File: src/logic/ehpc_pkg.sv
// Constants, register map and mode codes of the position counter.
// Assumes a 32-bit Avalon-MM slave with byte addresses, one word each.
// Notes on behaviour
// RULE1: Encoder mode makes one edge pulse per A/B change, four per cycle.
// RULE2: Clockwise encoder count rises; after reaching reload it wraps to zero.
// RULE3: Counter-clockwise encoder count falls; after zero it loads reload.
// RULE4: With Z clear on, Z rise (cw) or fall (ccw) clears count.
// RULE5: Edge pulse together with Z clear gives zero, not a step.
// RULE6: Writing the clear bit forces the counter to zero in any mode.
// RULE7: Direction flag is one for clockwise, zero for counter-clockwise.
// RULE8: Edge pulses divided by a programmed factor drive an output pin.
// RULE9: Encoder compare match interrupts, muted while Z clear on and no Z.
// RULE10: Encoder mode drops run enable when Z-seen and direction are zero.
// RULE11: Sensor modes pulse four per cycle from U,V or six from U,V,W.
// RULE12: Sensor event count rises clockwise, wrapping from 0xffff to zero.
// RULE13: Sensor event count falls counter-clockwise, wrapping zero to 0xffff.
// RULE14: Sensor event count compare match raises an interrupt.
// RULE15: Sensor timer counts clock cycles, clears on edge pulse, wraps 24 bit.
// RULE16: Sensor timer copies the count to capture on each edge pulse.
// RULE17: Soft capture bit copies the count to capture at any time.
// RULE18: Sensor timer compare match interrupts as interval time error.
// RULE19: Writing run enable zero clears the direction flag.
// RULE20: Sensor timer sets reverse error on direction change; read clears.
// RULE21: Capture register keeps its value; only reset clears it.
// RULE22: Timer mode: 24-bit up count, clear by software, compare or Z.
// RULE23: Timer Z trigger clears on Z rise, or on Z fall when select set.
// RULE24: All sensor pins pass a two-flop synchroniser before decoding.
package ehpc_pkg;
  localparam int CNT_W = 24;
  localparam int HALF_W = 16;
  localparam logic [4:0] CTRL_OFS = 5'h00;
  localparam logic [4:0] RELOAD_OFS = 5'h04;
  localparam logic [4:0] CMP_OFS = 5'h08;
  localparam logic [4:0] CAP_OFS = 5'h0c;
  localparam logic [4:0] CNT_OFS = 5'h10;
  localparam logic [4:0] DIV_OFS = 5'h14;
  localparam int B_RUN = 0;
  localparam int B_MODE = 1;
  localparam int B_ZEN = 3;
  localparam int B_P3 = 4;
  localparam int B_COMPARE_ENABLE = 5;
  localparam int B_ZESEL = 6;
  localparam int B_CLR = 7;
  localparam int B_SCAP = 8;
  localparam int B_TCLR = 9;
  localparam int B_POE = 10;
  localparam int B_DIR = 16;
  localparam int B_ZSEEN = 17;
  localparam int B_REV = 18;
  localparam logic [15:0] RELOAD_RST = 16'h0000;
  localparam logic [23:0] CMP_RST = 24'h000000;
  localparam logic [15:0] MAX16 = 16'hffff;
  localparam logic [2:0] HALL_BAD = 3'h7;
  localparam logic [2:0] HALL_LAST = 3'h5;
  typedef enum logic [1:0] {
    MODE_ENC = 2'b00,
    MODE_EVT = 2'b01,
    MODE_TCNT = 2'b10,
    MODE_TMR = 2'b11
  } ehpc_mode_e;
endpackage : ehpc_pkg

File: src/logic/ehpc_top.sv
// Encoder and Hall sensor position counter with Avalon-MM registers.
// Assumes sensor pins are asynchronous; bus and core share CLK.
`timescale 1ns/1ps
module ehpc_top #(
  parameter int DIV_W = 16
) (
  input wire logic CLK,
  input wire logic RESET,
  input wire logic CE,
  input wire logic [4:0] AVS_ADDRESS,
  input wire logic AVS_READ,
  input wire logic AVS_WRITE,
  input wire logic [31:0] AVS_WRITEDATA,
  output logic [31:0] AVS_READDATA,
  output logic AVS_WAITREQUEST,
  input wire logic ENC_A,
  input wire logic ENC_B,
  input wire logic ENC_Z,
  input wire logic HALL_U,
  input wire logic HALL_V,
  input wire logic HALL_W,
  output logic EDGE_PULSE,
  output logic DIRECTION,
  output logic CMP_IRQ,
  output logic PULSE_OUT,
  output logic PULSE_OE
);
  import ehpc_pkg::*;

  logic [5:0] pin_s1;
  logic [5:0] pin_s2;
  logic [5:0] pin_p;
  logic run;
  ehpc_mode_e mode;
  logic zen;
  logic p3;
  logic compare_enable;
  logic zesel;
  logic tclr;
  logic poe;
  logic dir;
  logic zseen;
  logic rev;
  logic [15:0] reload;
  logic [23:0] cmp;
  logic [23:0] cap;
  logic [23:0] cnt;
  logic [DIV_W-1:0] div;
  logic [DIV_W-1:0] divc;
  logic [23:0] next_cnt;
  logic [31:0] ctrl_rd;
  logic [31:0] rd_mux;

  // Hall state to phase index; the two illegal codes give no pulse
  function automatic logic [2:0] hall_idx(input logic [2:0] uvw);
    case (uvw)
      3'b100: hall_idx = 3'h0;
      3'b110: hall_idx = 3'h1;
      3'b010: hall_idx = 3'h2;
      3'b011: hall_idx = 3'h3;
      3'b001: hall_idx = 3'h4;
      3'b101: hall_idx = 3'h5;
      default: hall_idx = HALL_BAD;
    endcase
  endfunction : hall_idx

  // Pin order {W,V,U,Z,B,A}; the first stage feeds only the second
  always_ff @(posedge CLK or posedge RESET) begin
    if (RESET) begin
      pin_s1 <= '0;
      pin_s2 <= '0;
      pin_p <= '0;
    end else if (CE) begin
      pin_s1 <= {HALL_W, HALL_V, HALL_U, ENC_Z, ENC_B, ENC_A}; // [RULE24]
      pin_s2 <= pin_s1; // [RULE24]
      pin_p <= pin_s2;
    end
  end

  wire a_c = pin_s2[0];
  wire b_c = pin_s2[1];
  wire z_c = pin_s2[2];
  wire u_c = pin_s2[3];
  wire v_c = pin_s2[4];
  wire a_p = pin_p[0];
  wire b_p = pin_p[1];
  wire z_p = pin_p[2];
  wire u_p = pin_p[3];
  wire v_p = pin_p[4];
  wire z_rise = z_c & ~z_p;
  wire z_fall = ~z_c & z_p;

  // Two-channel quadrature: a single-bit change is one pulse
  wire ab_step = (a_c ^ a_p) ^ (b_c ^ b_p); // [RULE1]
  wire ab_cw = a_c ^ b_p;
  wire uv_step = (u_c ^ u_p) ^ (v_c ^ v_p); // [RULE11]
  wire uv_cw = u_c ^ v_p;
  // The decode wants U as its top bit, the reverse of the pin order
  wire [2:0] h_ic = hall_idx({u_c, v_c, pin_s2[5]});
  wire [2:0] h_ip = hall_idx({u_p, v_p, pin_p[5]});
  wire [2:0] h_inc = (h_ip == HALL_LAST) ? 3'h0 : h_ip + 3'h1;
  // Six steps per cycle; a jump across two states counts as nothing
  wire h3_ok = (h_ic != HALL_BAD) & (h_ip != HALL_BAD);
  wire h3_step = h3_ok & (h_ic != h_ip); // [RULE11]
  wire h3_cw = h_ic == h_inc;
  wire h3_dirok = h3_cw | (h_ip == ((h_ic == HALL_LAST) ? 3'h0
                  : h_ic + 3'h1));

  wire is_enc = mode == MODE_ENC;
  wire is_evt = mode == MODE_EVT;
  wire is_tcnt = mode == MODE_TCNT;
  wire is_tmr = mode == MODE_TMR;
  wire hall_pulse = p3 ? (h3_step & h3_dirok) : uv_step; // [RULE11]
  wire pulse = run & (is_enc ? ab_step : (is_tmr ? 1'b0 : hall_pulse));
  wire pcw = is_enc ? ab_cw : (p3 ? h3_cw : uv_cw);
  wire cur_cw = pulse ? pcw : dir;
  wire enc_z = run & is_enc & zen & (cur_cw ? z_rise : z_fall); // [RULE4]
  wire tmr_z = run & is_tmr & zen & (zesel ? z_fall : z_rise); // [RULE23]

  // Bus: one wait state, read data latched on the first request cycle
  wire req = AVS_READ | AVS_WRITE;
  wire take = req & AVS_WAITREQUEST;
  wire wr = AVS_WRITE & ~AVS_WAITREQUEST;
  wire wr_ctrl = wr & (AVS_ADDRESS == CTRL_OFS);
  wire wr_rel = wr & (AVS_ADDRESS == RELOAD_OFS);
  wire wr_cmp = wr & (AVS_ADDRESS == CMP_OFS);
  wire wr_div = wr & (AVS_ADDRESS == DIV_OFS);
  // Clearing on the latch edge keeps a flag set at that edge
  wire rd_ctrl = take & AVS_READ & (AVS_ADDRESS == CTRL_OFS);
  wire clr = wr_ctrl & AVS_WRITEDATA[B_CLR];
  wire scap = wr_ctrl & AVS_WRITEDATA[B_SCAP];
  wire stop = wr_ctrl & ~AVS_WRITEDATA[B_RUN];

  always_comb begin
    ctrl_rd = '0;
    ctrl_rd[B_RUN] = run;
    ctrl_rd[B_MODE+1:B_MODE] = mode;
    ctrl_rd[B_ZEN] = zen;
    ctrl_rd[B_P3] = p3;
    ctrl_rd[B_COMPARE_ENABLE] = compare_enable;
    ctrl_rd[B_ZESEL] = zesel;
    ctrl_rd[B_TCLR] = tclr;
    ctrl_rd[B_POE] = poe;
    ctrl_rd[B_DIR] = dir;
    ctrl_rd[B_ZSEEN] = zseen;
    ctrl_rd[B_REV] = rev;
  end

  // Upper count bits stay zero in the 16-bit modes once cleared or stepped; a count left by a 24-bit mode keeps them until then
  always_comb begin
    case (AVS_ADDRESS)
      CTRL_OFS: rd_mux = ctrl_rd;
      RELOAD_OFS: rd_mux = {16'h0000, reload};
      CMP_OFS: rd_mux = {8'h00, cmp};
      CAP_OFS: rd_mux = {8'h00, cap};
      CNT_OFS: rd_mux = {8'h00, cnt};
      DIV_OFS: rd_mux = 32'(div);
      default: rd_mux = '0;
    endcase
  end

  wire [15:0] lo = cnt[15:0];
  wire [15:0] lo_up = lo + 16'h0001;
  wire [15:0] lo_dn = lo - 16'h0001;
  wire [23:0] up24 = cnt + 24'h000001;

  always_comb begin
    next_cnt = cnt;
    if (clr) begin
      next_cnt = '0; // [RULE6]
    end else if (run) begin
      case (mode)
        MODE_ENC: begin
          if (enc_z) begin
            next_cnt = '0; // [RULE4] [RULE5]
          end else if (pulse & pcw) begin
            next_cnt = (lo == reload) ? '0 : {8'h00, lo_up}; // [RULE2]
          end else if (pulse) begin
            next_cnt = (lo == '0) ? {8'h00, reload}
                       : {8'h00, lo_dn}; // [RULE3]
          end
        end
        MODE_EVT: begin
          if (pulse) begin
            next_cnt = {8'h00, pcw ? lo_up : lo_dn}; // [RULE12] [RULE13]
          end
        end
        MODE_TCNT: begin
          next_cnt = pulse ? '0 : up24; // [RULE15]
        end
        MODE_TMR: begin
          if (tmr_z | (tclr & (cnt == cmp))) begin
            next_cnt = '0; // [RULE22]
          end else begin
            next_cnt = up24; // [RULE22]
          end
        end
        default: next_cnt = cnt;
      endcase
    end
  end

  wire wide = is_tcnt | is_tmr;
  wire hit = wide ? (next_cnt == cmp) : (next_cnt[15:0] == cmp[15:0]);
  wire mute = is_enc & zen & ~zseen; // [RULE9]
  // A match fires once, when the count moves onto the compare value
  wire match = compare_enable & run & ~clr & (next_cnt != cnt) & hit & ~mute;

  always_ff @(posedge CLK or posedge RESET) begin
    if (RESET) begin
      AVS_WAITREQUEST <= 1'b1;
      AVS_READDATA <= '0;
    end else if (CE) begin
      AVS_WAITREQUEST <= ~take;
      if (take & AVS_READ) begin
        AVS_READDATA <= rd_mux;
      end
    end
  end

  always_ff @(posedge CLK or posedge RESET) begin
    if (RESET) begin
      mode <= MODE_ENC;
      {zen, p3, compare_enable, zesel, tclr, poe} <= '0;
      reload <= RELOAD_RST;
      cmp <= CMP_RST;
      div <= '0;
    end else if (CE) begin
      if (wr_ctrl) begin
        mode <= ehpc_mode_e'(AVS_WRITEDATA[B_MODE+1:B_MODE]);
        zen <= AVS_WRITEDATA[B_ZEN];
        p3 <= AVS_WRITEDATA[B_P3];
        compare_enable <= AVS_WRITEDATA[B_COMPARE_ENABLE];
        zesel <= AVS_WRITEDATA[B_ZESEL];
        tclr <= AVS_WRITEDATA[B_TCLR];
        poe <= AVS_WRITEDATA[B_POE];
      end
      if (wr_rel) begin
        reload <= AVS_WRITEDATA[15:0];
      end
      if (wr_cmp) begin
        cmp <= AVS_WRITEDATA[23:0];
      end
      if (wr_div) begin
        div <= AVS_WRITEDATA[DIV_W-1:0];
      end
    end
  end

  // Software write wins over the automatic stop in the same cycle
  always_ff @(posedge CLK or posedge RESET) begin
    if (RESET) begin
      run <= 1'b0;
    end else if (CE) begin
      if (wr_ctrl) begin
        run <= AVS_WRITEDATA[B_RUN];
      end else if (is_enc & pulse & ~pcw & ~zseen) begin
        run <= 1'b0; // [RULE10]
      end
    end
  end

  always_ff @(posedge CLK or posedge RESET) begin
    if (RESET) begin
      dir <= 1'b0;
      zseen <= 1'b0;
      rev <= 1'b0;
    end else if (CE) begin
      if (stop) begin
        dir <= 1'b0; // [RULE19]
      end else if (pulse) begin
        dir <= pcw; // [RULE7]
      end
      if (enc_z) begin
        zseen <= 1'b1;
      end else if (stop) begin
        zseen <= 1'b0;
      end
      if (is_tcnt & pulse & (pcw != dir)) begin
        rev <= 1'b1; // [RULE20]
      end else if (rd_ctrl) begin
        rev <= 1'b0; // [RULE20]
      end
    end
  end

  always_ff @(posedge CLK or posedge RESET) begin
    if (RESET) begin
      cnt <= '0;
      cap <= '0; // [RULE21]
    end else if (CE) begin
      cnt <= next_cnt;
      if (scap) begin
        cap <= cnt; // [RULE17]
      end else if ((is_tcnt & pulse) | tmr_z) begin
        cap <= cnt; // [RULE16] [RULE22]
      end
    end
  end

  // Output toggles every div+1 pulses, a period of 2*(div+1) pulses
  always_ff @(posedge CLK or posedge RESET) begin
    if (RESET) begin
      divc <= '0;
      PULSE_OUT <= 1'b0;
      PULSE_OE <= 1'b0;
      EDGE_PULSE <= 1'b0;
      DIRECTION <= 1'b0;
      CMP_IRQ <= 1'b0;
    end else if (CE) begin
      PULSE_OE <= poe; // [RULE8]
      EDGE_PULSE <= pulse; // [RULE1]
      DIRECTION <= dir;
      CMP_IRQ <= match; // [RULE9] [RULE14] [RULE18]
      if (pulse & (divc == div)) begin
        divc <= '0;
        PULSE_OUT <= ~PULSE_OUT; // [RULE8]
      end else if (pulse) begin
        divc <= divc + 1'b1;
      end
    end
  end
endmodule : ehpc_top

File: config.mk
export PLATFORM = sky130hd
export DESIGN_NAME = ehpc_top
export DESIGN_NICKNAME = d
export VERILOG_FILES = /design/src/logic/ehpc_pkg.sv /design/src/logic/ehpc_top.sv
export SDC_FILE = /design/constraint.sdc
export NUM_CORES = 1
export LEC_CHECK = 0
export ABC_AREA = 1
export BUFFER_PORTS_ARGS = -buffer_cell sky130_fd_sc_hd__buf_2
export CAP_MARGIN = 20
export CORE_UTILIZATION = 49
export CTS_BUF_LIST = sky130_fd_sc_hd__clkbuf_4 sky130_fd_sc_hd__clkbuf_8 sky130_fd_sc_hd__clkbuf_16
export DETAILED_ROUTE_END_ITERATION = 10
export GPL_TIMING_DRIVEN = 0
export HOLD_SLACK_MARGIN = 0.1
export PLACE_DENSITY = 0.65
export SLEW_MARGIN = 20
export SYNTH_ARGS = -nofsm -noshare
export SYNTH_HDL_FRONTEND = slang
export SYNTH_SLANG_ARGS = --single-unit
File: constraint.sdc
create_clock -name CLK -period 8.85 [get_ports CLK]
set_clock_uncertainty 0.15 [all_clocks]
set_input_delay 1.77 -clock CLK [delete_from_list [all_inputs] [get_ports CLK]]
set_output_delay 1.77 -clock CLK [all_outputs]
set_load 0.05 [all_outputs]
* After elaboration in Yosys (flattened, before gate mapping) *
Index checks and enable logic that the tools add are counted.

storage, ports and cells
  word-level logic and storage cells = 184
  flip-flop bits (word level) = 188
  input port bits = 48

operators by class
  add/subtract/negate cells = 6
  equality and inequality tests = 34
  bitwise logic cells = 61
  reduce and logical (&&, ||, !) cells = 19
  mux-type cells = 37

operators with widths
  cell                     count
  $mux W24                 10
  $pmux W24 S6             1
  $pmux W24 S4             1
  $mux W16                 5
  $eq A16 B16 Y1           3
  $eq A24 B24 Y1           2
  $and A1 B1 Y1            38
  $pmux W3 S6              2
  $add A16 B1 Y16 const B  2
  $add A24 B1 Y24 const B  1
  $eq A3 B3 Y1 const B     8
  $ne A24 B24 Y1           1
  $reduce_and A2 Y1        11
  $logic_not A16 Y1        1
  $mux W1                  16
  $sub A16 B1 Y16 const B  1
  $eq A3 B2 Y1 const B     4
  $eq A5 B4 Y1 const B     2
  $eq A5 B5 Y1 const B     2
  $not A1 Y1               10
  $reduce_bool A2 Y1       5
  $xor A1 B1 Y1            8
  $add A3 B1 Y3 const B    2
  $eq A3 B1 Y1 const B     2
  11 further kinds         19

* Longest topological paths before layout *
Gate-level depths: netlist of run 1.

  depth in word-level cells = 22
  mapped depth = 30
  depth with buffers taken out = 29

* Worst setup path before layout of run 1 *
Ideal clock, no wire load.

  kind = input to register
  start = input port AVS_ADDRESS[1]
  end = register CMP_IRQ
  path slack = 4871 ps
  path buffers = 2
  data required time = 8582 ps
  stages on the path = 18
  arrival = 3711 ps
  cells stage by stage = nor2_1 nand3_1 nor2_1 inv_1 nor2_1 inv_1 nor2_1 inv_1 buf_2 buf_1 nand4_1 nand2_1 nor2_1 nand3_1 nor2_1 nand3_1 nand3_1 nand2_1

between the ends
  cells in the longest elaborated chain, start to end = 8

ends and longest elaborated chain
  item                                             RTL line                          text
  start, declared                                  ehpc_top.sv:10                    input wire logic [4:0] AVS_ADDRESS,
  $logic_not A5 Y1 (*)                             ehpc_top.sv:124                   wire wr_ctrl = wr & (AVS_ADDRESS == CTRL_OFS);
  $and A1 B1 Y1 (*)                                ehpc_top.sv:124
  $and A1 B1 Y1 (*)                                ehpc_top.sv:130                   wire clr = wr_ctrl & AVS_WRITEDATA[B_CLR];
  $mux W24 / $not A1 Y1 (equally long branches)    ehpc_top.sv:169, ehpc_top.sv:207
  $ne A24 B24 Y1, or another cell as far along     ehpc_top.sv:207                   wire match = compare_enable & run & ~clr & (next_cnt != cnt) & hit & ~mute;
  $and A1 B1 Y1 / $mux W1 (equally long branches)  ehpc_top.sv:207, ehpc_top.sv:204
  $and A1 B1 Y1 (*) (2 in series)                  ehpc_top.sv:207
  end signal, assigned                             ehpc_top.sv:314                   CMP_IRQ <= match;
  end, declared                                    ehpc_top.sv:24                    output logic CMP_IRQ,

Mark *: on every way between the ends. The rest lies on a longest branch, timed or not.
A chain may end at the register's enable or synchronous reset.

* Final worst setup path of run 1 *
Same ends and word-level chain as after synthesis.

==> results of run 1 <==
kinds of logic after synthesis:
group,share of synthesized area
AOI/OAI and AO/OA,0.130
xor gates and xnor gates,0.0473
adders and majority gates,0.00588
buffers and inverters,0.0949
DFF,0.353
muxes,0.000882
other,0.000294
and+or+nand+nor,0.367
area by class of cell:
class | instances | area share
clock buffer | 18 | 0.0309
sequential | 180 | 0.317
buffer | 109 | 0.0381
timing repair buffer | 70 | 0.0278
clock inverter | 14 | 0.0126
tap | 330 | 0.0290
multi-input combinational | 1471 | 0.497
inverter | 178 | 0.0476
final timing paths:
path	start	endpoint	slack, ns
worst max-delay path	AVS_ADDRESS[1]	CMP_IRQ	3.56
worst min-delay path	PULSE_OUT	PULSE_OUT	0.31
worst max register to register	cnt[12]	CMP_IRQ	4.33
worst min register to register	PULSE_OUT	PULSE_OUT	0.31
max in group asynchronous	RESET	cnt[15]	6.67
min in group asynchronous	RESET	divc[1]	1.18
state kept, by name, summed over array words and instances, names as in the netlist, 2 cells and up:
register      count
pin_p             6
divc             16
AVS_READDATA     24
reload           16
pin_s2            6
mode              2
cap              24
div              16
cmp              24
cnt              24
pin_s1            6
routing by layer:
layer	vias to the layer above	part of all wire	global-route usage
li1	6466	-	-
met1	6594	0.40	0.553
met2	927	0.42	0.606
met3	191	0.12	0.0970
met4	0	0.059	0.229
met5	-	0	0
cells in the final DEF (no fill, tap or decap), types with 6 or more instances in the layout:
cell,Yosys,routed
clkinv_1,6,6
inv_2,12,12
nand4_1,55,55
nor3b_1,7,7
xnor2_1,14,14
dfrtp_1,179,179
nor4_1,6,6
buf_4,13,13
a2111oi_0,6,6
nand2_1,622,622
a21oi_1,42,42
buf_2,25,93
o211ai_1,9,9
nor3_1,31,31
nor2_2,8,8
inv_1,159,158
o22ai_1,7,7
clkbuf_1,60,60
buf_6,7,7
o21ai_0,200,200
clkbuf_16,0,17
xor2_1,55,55
conb_1,1,8
nand3_1,146,146
nand2_2,9,9
ha_1,6,6
a221oi_1,12,12
nor2_1,180,180
where the power goes:
part           internal (mW)  switching [mW]  leakage (nW)  total [mW]
combinational          0.493            1.28          4.47        1.77
sequential             0.941           0.107          2.31        1.05
clock                  0.394           0.408         0.296       0.802
worst reg2reg max path, stage by stage (launching register included):
cell      delay [ns]
dfrtp_1         0.33
buf_4           0.22
clkinv_1        0.49
nand2_1         0.20
nand4_1         0.13
nor3_1          0.24
nand4_1         0.14
nor2_2          0.50
nand3_1         0.28
nand2_1         0.33
nor2_1          0.10
nand3_1         0.09
nand2_1         0.14
nand2_1         0.19
inv_2           0.06
nand3_1         0.07
nand3_1         0.09
nor2_1          0.21
nand2_1         0.09
nor2_1          0.13
nand3_1         0.18
nand2_1         0.11
stage by stage:
step / hold slack (ns) / TNS, ns
after floorplan: 0.292 / 0
after global placement: 0.301 / -16.47
after detailed placement: 0.303 / 0
after CTS: 0.318 / 0
after global routing: 0.339 / 0
final: 0.313 / 0
==> flow_summary.yaml, run 1 <==
critical_path:
  endpoint_kind: "register"
  startpoint_type: "input port"
  cpPeakStageDelay_ns: 0.62
  critical_path.top_delay_family: "simple AND/OR/NAND/NOR gates"
  critical_path.cell_chain: "buf_2 > nor2_1 > nand3_1 > nor2_1 > inv_1 > nor2_1 > inv_1 > nor2_1 > inv_1 > buf_2 > buf_1 > o211ai_1 > xor2_1 > nor2_1 > nand2_1 > nor2_1 > nand3_1 > nand2_1"
  critPathSlowestCell: "nor2_1"
  cp_max_fo: 10
  crit_top_cell: "nor2_1"
  worst-path-buf-inv: 6
  reg2reg_depth: 21
  critPathRequiredTime_ns: 9.08
  worstPathArrival_ns: 5.53
  cp.depth: 18
  crit_type: "in -> reg"
clocking:
  ctsHoldBuffers: 0
  clk_pin_slew_ns: 0.08
  cts_buffer_depth: 2
  cts_tree: "yes"
  cts-root-buf: "clkbuf_16"
  worstSkewPairLatency_ns: 0.45
  cts_sinks: 180
  cts-buffers-inserted: 17
  cts_resized: 0
  h-tree-depth: 4
  post_cts_buffers: 0
layout:
  ff_latch_area_mm2: 0.00451
  n_fill_cell: 2542
  area_delta_synth_final_pct: 11.4
  nets: 2081
  fin_util: 0.560
  multi_input_area_mm2: 0.00708
  antenna_cells: 0
  drive_gt1_frac: 0.0980
  finalInstanceArea_mm2: 0.0142
  layout.cells.non_filler: 2370
global_route:
  grt_pass1_wl_um: 79600
  grt_usage: 0.411
  grt_pass1_vias: 12900
  grt_max_degree: 70
  grt_overflow: 0
  antenna_found_initial: 0
die:
  core_mm2: 0.0254
  rows: 58
  initial_core_util: 0.503
  chipHeight_um: 163
  dieArea_mm2: 0.0267
  dieWidth_um: 163
  pin_count: 86
power_and_ir_drop:
  power_density_mw_per_mm2: 254
  ir_drop_mv: 0.137
  leakagePower_nw: 7.07
  finalPower_mw: 3.62
yosys:
  netlist_area_mm2: 0.0128
  synth_async_sr_flop_share: 1.00
  synth-seq-cells: 180
  ys_warn_count: 0
  synth.area.top_cells: "dfrtp_1 (35%), nand2_1 (18%), o21ai_0 (7.8%), nand3_1 (5.7%), nor2_1 (5.3%)"
  synth_cells: 1931
  synth_most_common_cell: "nand2_1"
  syn_area_per_cell_um2: 6.61
  yosysTopAreaCell: "dfrtp_1"
  synth-seq-area-share: 0.353
  synth_common_cells: "nand2_1 (622), o21ai_0 (200), nor2_1 (180)"
  yosysUniqueCellTypes: 59
  synth_edf_count: 0
  synth_top_flop_cell: "dfrtp_1"
  synth_top_area_share: 0.351
flow_run:
  cap_violations: 0
sta:
  max_slew_margin: 0.237
  tightest_slew_ns: 1.13
  fmax_ghz: 0.189
  setup_viol: 0
  drv_slew: 0
  fin_ws_ns: 3.56
  hold_violations: 0
  period_share: 0.598
  rsz0062_at_grt: "false"
  min_period_ns: 5.29
routing:
  wl_um: 53800
  antenna_left: 0
  drc: 0
  vias: 14200
  first_iter_violations: 1826
  wl_per_cell_um: 22.7
  via_per_inst: 5.98
  first_pass_iters: 5
placed_design:
  dp.cells: 2338
  post-dp-hpwl_um: 41300
  placed_area_mm2: 0.0136
  place_congestion: 1.03
  dp_slack_ns: 3.38
  io_buffers: 68
status:
  outcome: "complete, no violations"
min_path:
  min-delay-path-class: "reg -> reg"
  holdPathStages: 1
Note: power is estimated with default switching activity, not from simulation.
==> inputs of run 2 (changes only) <==
Settings changed: ABC_AREA 1 to 0, PLACE_DENSITY 0.65 to 0.67.
Clock period 8.85 ns to 4.55 ns, I/O delays scaled along.
==> run 2 against run 1 <==
  * The run now ends with setup timing left
  * Utilization grew 1.5 points
  * Final cell count shrank 19%
  * Die area grew 1.2%
  * Sequential power grew 90%
  * Clock power grew 100%
  * Via count shrank 8.0%
  * Synthesized cell count shrank 25%
  * Highest routed layer is now met5
==> flow_summary.yaml, run 2 <==
yosys:
  synth-seq-area-share: 0.349
  synth_top_flop_cell: "dfrtp_1"
  synth_most_common_cell: "dfrtp_1"
  synth_top_area_share: 0.347
  synth_async_sr_flop_share: 1.00
  yosysTopAreaCell: "dfrtp_1"
  synth_edf_count: 0
  synth-seq-cells: 180
  synth_common_cells: "dfrtp_1 (179), nand2_1 (138), mux2_2 (108)"
  yosysUniqueCellTypes: 107
  synth_cells: 1442
  netlist_area_mm2: 0.0129
  ys_warn_count: 0
  syn_area_per_cell_um2: 8.96
  synth.area.top_cells: "dfrtp_1 (35%), mux2_2 (9.4%), xnor2_1 (5.0%), nand2_1 (4.0%), o21ai_0 (3.8%)"
layout:
  finalInstanceArea_mm2: 0.0150
  antenna_cells: 0
  mostFrequentLayoutCells: "dfrtp_1 (178), nand2_1 (134), mux2_2 (108), o21ai_0 (95), nor2_1 (95)"
  mostFrequentLayoutCell: "dfrtp_1"
  layout.cells.non_filler: 1908
  area_delta_synth_final_pct: 15.7
  drive_gt1_frac: 0.235
  n_fill_cell: 2414
  nets: 1614
critical_path:
  endpoint: "CMP_IRQ"
  cp_max_fo: 10
  crit_start: "run"
  startpoint_type: "register"
  crit_top_cell: "buf_4"
  crit_type: "reg -> reg"
  rr_endpoint: "CMP_IRQ"
  endpoint_kind: "register"
  critical_path.cell_chain: "clkbuf_1 > o21ai_0 > nand2b_1 > a31oi_4 > buf_4 > buf_4 > mux2i_2 > o22ai_2 > nor3_2 > nor2_1 > or4_4 > a2111oi_4 > a2bb2oi_1"
  critPathSlowestCell: "clkbuf_1"
  worst-path-buf-inv: 3
  cp.depth: 13
  critPathRequiredTime_ns: 4.76
  ff2ff_setup_slack_ns: -0.56
  worstPathArrival_ns: 5.33
  cpPeakStageDelay_ns: 0.63
  reg2reg_depth: 13
  critical_path.top_delay_family: "compound AO/OA/AOI/OAI gates"
  r2r_start: "run"
status:
  outcome: "finished with violations"
  failed_checks: "setup timing"
routing:
  first_pass_iters: 8
  wl_um: 55300
  via_per_inst: 6.84
  first_iter_violations: 1695
  drc: 0
  vias: 13000
  antenna_left: 0
  wl_per_cell_um: 29.0
min_path:
  min-delay-path-class: "in -> async"
flow_run:
  cap_violations: 0
power_and_ir_drop:
  ir_drop_mv: 0.269
  leakagePower_nw: 6.21
  power_density_mw_per_mm2: 460
sta:
  hold_violations: 0
  setup_viol: 5
  fin_ws_ns: -0.564
  period_share: 1.12
  drv_slew: 0
  holdWs_ns: 0.245
  tightest_slew_ns: 1.12
  tns_ns: -0.785
  rsz0062_at_grt: "true"
  min_period_ns: 5.11
  max_slew_margin: 0.246
  fmax_ghz: 0.196
clocking:
  clk_pin_slew_ns: 0.08
  cts_buffer_depth: 2
  cts-root-buf: "clkbuf_16"
  ctsHoldBuffers: 0
  worstSkewPairLatency_ns: 0.46
  cts_sinks: 180
  h-tree-depth: 4
  cts-buffers-inserted: 17
  cts_tree: "yes"
die:
  initial_core_util: 0.497
  dieWidth_um: 164
  rows: 59
  chipHeight_um: 164
  pin_count: 86
  dieArea_mm2: 0.0270
  core_mm2: 0.0260
global_route:
  grt_max_degree: 35
  grt_pass1_wl_um: 79800
  grt_overflow: 0
  antenna_found_initial: 2
  grt_pass1_vias: 11900
  grt_usage: 0.413
placed_design:
  dp.cells: 1857
  placed_area_mm2: 0.0139
  dp_slack_ns: -1.18
  post-dp-hpwl_um: 41900
  io_buffers: 67
  place_congestion: 1.06
-- run 2: timing repair --
action	in CTS	in global routing
gates resized for setup	47	20
setup buffers	17	3
endpoints found under the setup margin	35	25
pin swaps	17	12
-- run 2: routing by layer --
metal	global-route usage	routed length (µm)
met5	0	13
met2	0.621	24000
met4	0.194	3080
met1	0.562	22300
met3	0.0917	5860
-- run 2: power by group --
part	internal, mW	leakage [nW]	switching (mW)	total [mW]
registers	1.78	2.41	0.223	2.00
clock network	0.771	0.305	0.839	1.61
logic	1.12	3.49	2.15	3.27
total	3.67	6.21	3.21	6.88
-- run 2: through the flow --
step	power, mW	utilization
finish	6.88	0.575
global route	7.08	0.575
CTS	6.70	0.571
detailed placement	4.97	0.533
global placement	4.95	0.529
floorplan	3.96	-
-- run 2: worst reg2reg max path, delay by kind of cell, from the launching register on --
family                 cells  cell delay (ns)
AOI/OAI and AO/OA          5             1.71
muxes                      1             0.34
DFF                        1             0.34
buffers and inverters      3             1.05
and+or+nand+nor            4             1.45
-- run 2: cell families after synthesis --
kind of cell             count (synthesis)  share of synthesized area
XOR/XNOR                                95                     0.0659
other                                    1                   0.000290
AO/OA/AOI/OAI                          403                      0.218
multiplexers                           141                      0.120
adder cells (fa/ha/maj)                  6                    0.00581
flip-flops                             180                      0.349
buffers and inverters                  156                     0.0624
AND/OR/NAND/NOR                        460                      0.179
-- run 2: area by class of cell --
cell class              count  area, µm²  area share
well taps                 335        419      0.0280
multi-input cells        1113       7920       0.530
plain buffers             125        746      0.0499
inverters                  30        119     0.00795
clock inverters            15        211      0.0141
clock buffers              17        425      0.0285
repair buffers             93        606      0.0405
flip-flops and latches    180       4510       0.301
-- run 2: how the worst min path moves through the flow --
stage               endpoint  slack, ns  depth (start not counted)
global placement      cap[2]       0.31                          2
detailed placement   cap[22]       0.32                          2
CTS                   cnt[6]       0.25                          2
global route          cnt[6]       0.25                          2
finish                cnt[6]       0.25                          2
floorplan             cap[0]       0.29                          2
==> inputs of run 3 (changes only) <==
Settings changed: CTS_BUF_LIST sky130_fd_sc_hd__clkbuf_4 sky130_fd_sc_hd__clkbuf_8 sky130_fd_sc_hd__clkbuf_16 to sky130_fd_sc_hd__clkbuf_8.
==> run 3 against run 2 <==
  * The run still ends with setup timing left
  * Global-route usage shrank 0.19 points
  * Fmax is essentially flat
  * Clock power shrank 22%
  * Utilization shrank 0.69 points
  * Power shrank 5.4%
  * First-iteration DRC count shrank 6.1%
  * Critical path depth grew 4
  * Via count shrank 0.55%
  * Largest cell class unchanged
  * Sequential cell count is the same
  * Final cell count grew 0.10%
==> flow_summary.yaml, run 3 (synthesis gave the netlist of run 2 again) <==
status:
  outcome: "finished with violations"
  failed_checks: "setup timing"
critical_path:
  critical_path.cell_chain: "buf_6 > or3_4 > nand2_2 > ha_4 > a211o_4 > a22oi_2 > o2111ai_4 > a31oi_4 > buf_4 > buf_4 > mux2i_2 > o22ai_2 > nor3_2 > nor2_1 > or4_4 > a2111oi_4 > a2bb2oi_1"
  cpPeakStageDelay_ns: 0.56
  critPathRequiredTime_ns: 4.82
  worstPathArrival_ns: 5.38
  crit_type: "reg -> reg"
  startpoint_type: "register"
  reg2reg_depth: 17
  critPathSlowestCell: "or4_4"
  crit_top_cell: "buf_4"
  cp_max_fo: 10
  endpoint_kind: "register"
layout:
  mostFrequentLayoutCell: "dfrtp_1"
  drive_gt1_frac: 0.236
  n_fill_cell: 2446
  layout.cells.non_filler: 1910
  mostFrequentLayoutCells: "dfrtp_1 (178), nand2_1 (134), mux2_2 (108), o21ai_0 (95), nor2_1 (95)"
  nets: 1614
  area_delta_synth_final_pct: 14.4
die:
  rows: 59
  dieArea_mm2: 0.0270
  pin_count: 86
  chipHeight_um: 164
  core_mm2: 0.0260
  initial_core_util: 0.497
  dieWidth_um: 164
global_route:
  grt_overflow: 0
  grt_pass1_vias: 11900
  antenna_found_initial: 3
  grt_max_degree: 35
  grt_pass1_wl_um: 79500
  grt_usage: 0.411
flow_run:
  cap_violations: 0
clocking:
  cts_sinks: 180
  h-tree-depth: 4
  cts_buffer_depth: 2
  cts-root-buf: "clkbuf_8"
  cts-buffers-inserted: 17
  worstSkewPairLatency_ns: 0.51
  cts_tree: "yes"
  clk_pin_slew_ns: 0.14
power_and_ir_drop:
  leakagePower_nw: 6.13
  ir_drop_mv: 0.258
  power_density_mw_per_mm2: 441
routing:
  wl_per_cell_um: 28.8
  wl_um: 55100
  antenna_left: 0
  first_pass_iters: 6
  first_iter_violations: 1592
  vias: 13000
  drc: 0
  via_per_inst: 6.79
sta:
  period_share: 1.12
  drv_slew: 0
  tightest_slew_ns: 1.11
  rsz0062_at_grt: "true"
  max_slew_margin: 0.257
  fmax_ghz: 0.196
  tns_ns: -0.564
  fin_ws_ns: -0.564
  setup_viol: 1
  min_period_ns: 5.11
  hold_violations: 0
placed_design:
  io_buffers: 67
  post-dp-hpwl_um: 41900
  place_congestion: 1.06
  dp.cells: 1857
min_path:
  min-delay-path-class: "in -> async"
-- run 3: cell count changes in the layout (fill, tap and decap cells not counted), sizes merged --
| cell | delta |
|---|---|
| clkbuf | -1 |
| diode | +2 |
| buf | +1 |
-- run 3: per-layer routing --
metal	vias up	part of all wire	GRT usage
met5	-	0	0
li1	5546	-	-
met4	0	0.050	0.186
met3	163	0.11	0.0899
met2	879	0.44	0.624
met1	6384	0.41	0.558
-- run 3: stage by stage --
step                      total power [mW]  hold slack, ns  worst slack, ns  cell area (µm²)  utilization
after floorplan                       3.96           0.294          -0.0486            13000            -
after global placement                4.95           0.312            -1.18            13700        0.529
after detailed placement              4.97           0.320            -1.18            13900        0.533
after CTS                             6.33           0.199           -0.472            14700        0.564
after global routing                  6.71           0.202           -0.634            14800        0.568
final                                 6.51           0.190           -0.564            14800        0.568
-- run 3: critical path: cells and delay by family (launching register included) --
| family | cells | cell delay [ns] |
|---|---|---|
| AOI/OAI and AO/OA | 7 | 1.90 |
| and+or+nand+nor | 5 | 1.47 |
| buffers and inverters | 3 | 0.54 |
| muxes | 1 | 0.35 |
| adders and majority gates | 1 | 0.20 |
| DFF | 1 | 0.40 |
-- run 3: path summary, 6_finish.rpt --
| check | endpoint | from | slack, ns |
|---|---|---|---|
| setup / recovery | CMP_IRQ | pin_p[3] | -0.56 |
| setup reg to reg | CMP_IRQ | pin_p[3] | -0.56 |
| hold / removal | cnt[6] | RESET | 0.19 |
| max in group asynchronous | cmp[0] | RESET | 3.36 |
| hold reg to reg | PULSE_OUT | PULSE_OUT | 0.34 |
| min in group CLK | PULSE_OUT | PULSE_OUT | 0.34 |
-- run 3: final cells by class --
class / count / area (µm²) / area share
multi-input cells: 1113 / 7920 / 0.536
flip-flops and latches: 180 / 4510 / 0.305
clock buffers: 17 / 234 / 0.0158
clock inverters: 15 / 211 / 0.0143
diodes: 2 / 5.00 / 0.000339
plain buffers: 125 / 752 / 0.0509
inverters: 30 / 119 / 0.00805
well taps: 335 / 419 / 0.0284
repair buffers: 93 / 606 / 0.0410
-- run 3: repair_timing --
| action | in CTS | in global routing |
|---|---|---|
| resized for setup | 47 | 29 |
| buffers inserted | 17 | 3 |
| setup endpoints to repair | 36 | 27 |
| pin swaps | 17 | 12 |
| hold buffers | 0 | 0 |
-- run 3: power by group --
| part | internal (mW) | switching [mW] | leakage (nW) |
|---|---|---|---|
| Clock | 0.447 | 0.803 | 0.218 |
| Combinational | 1.12 | 2.14 | 3.50 |
| Sequential | 1.78 | 0.220 | 2.41 |
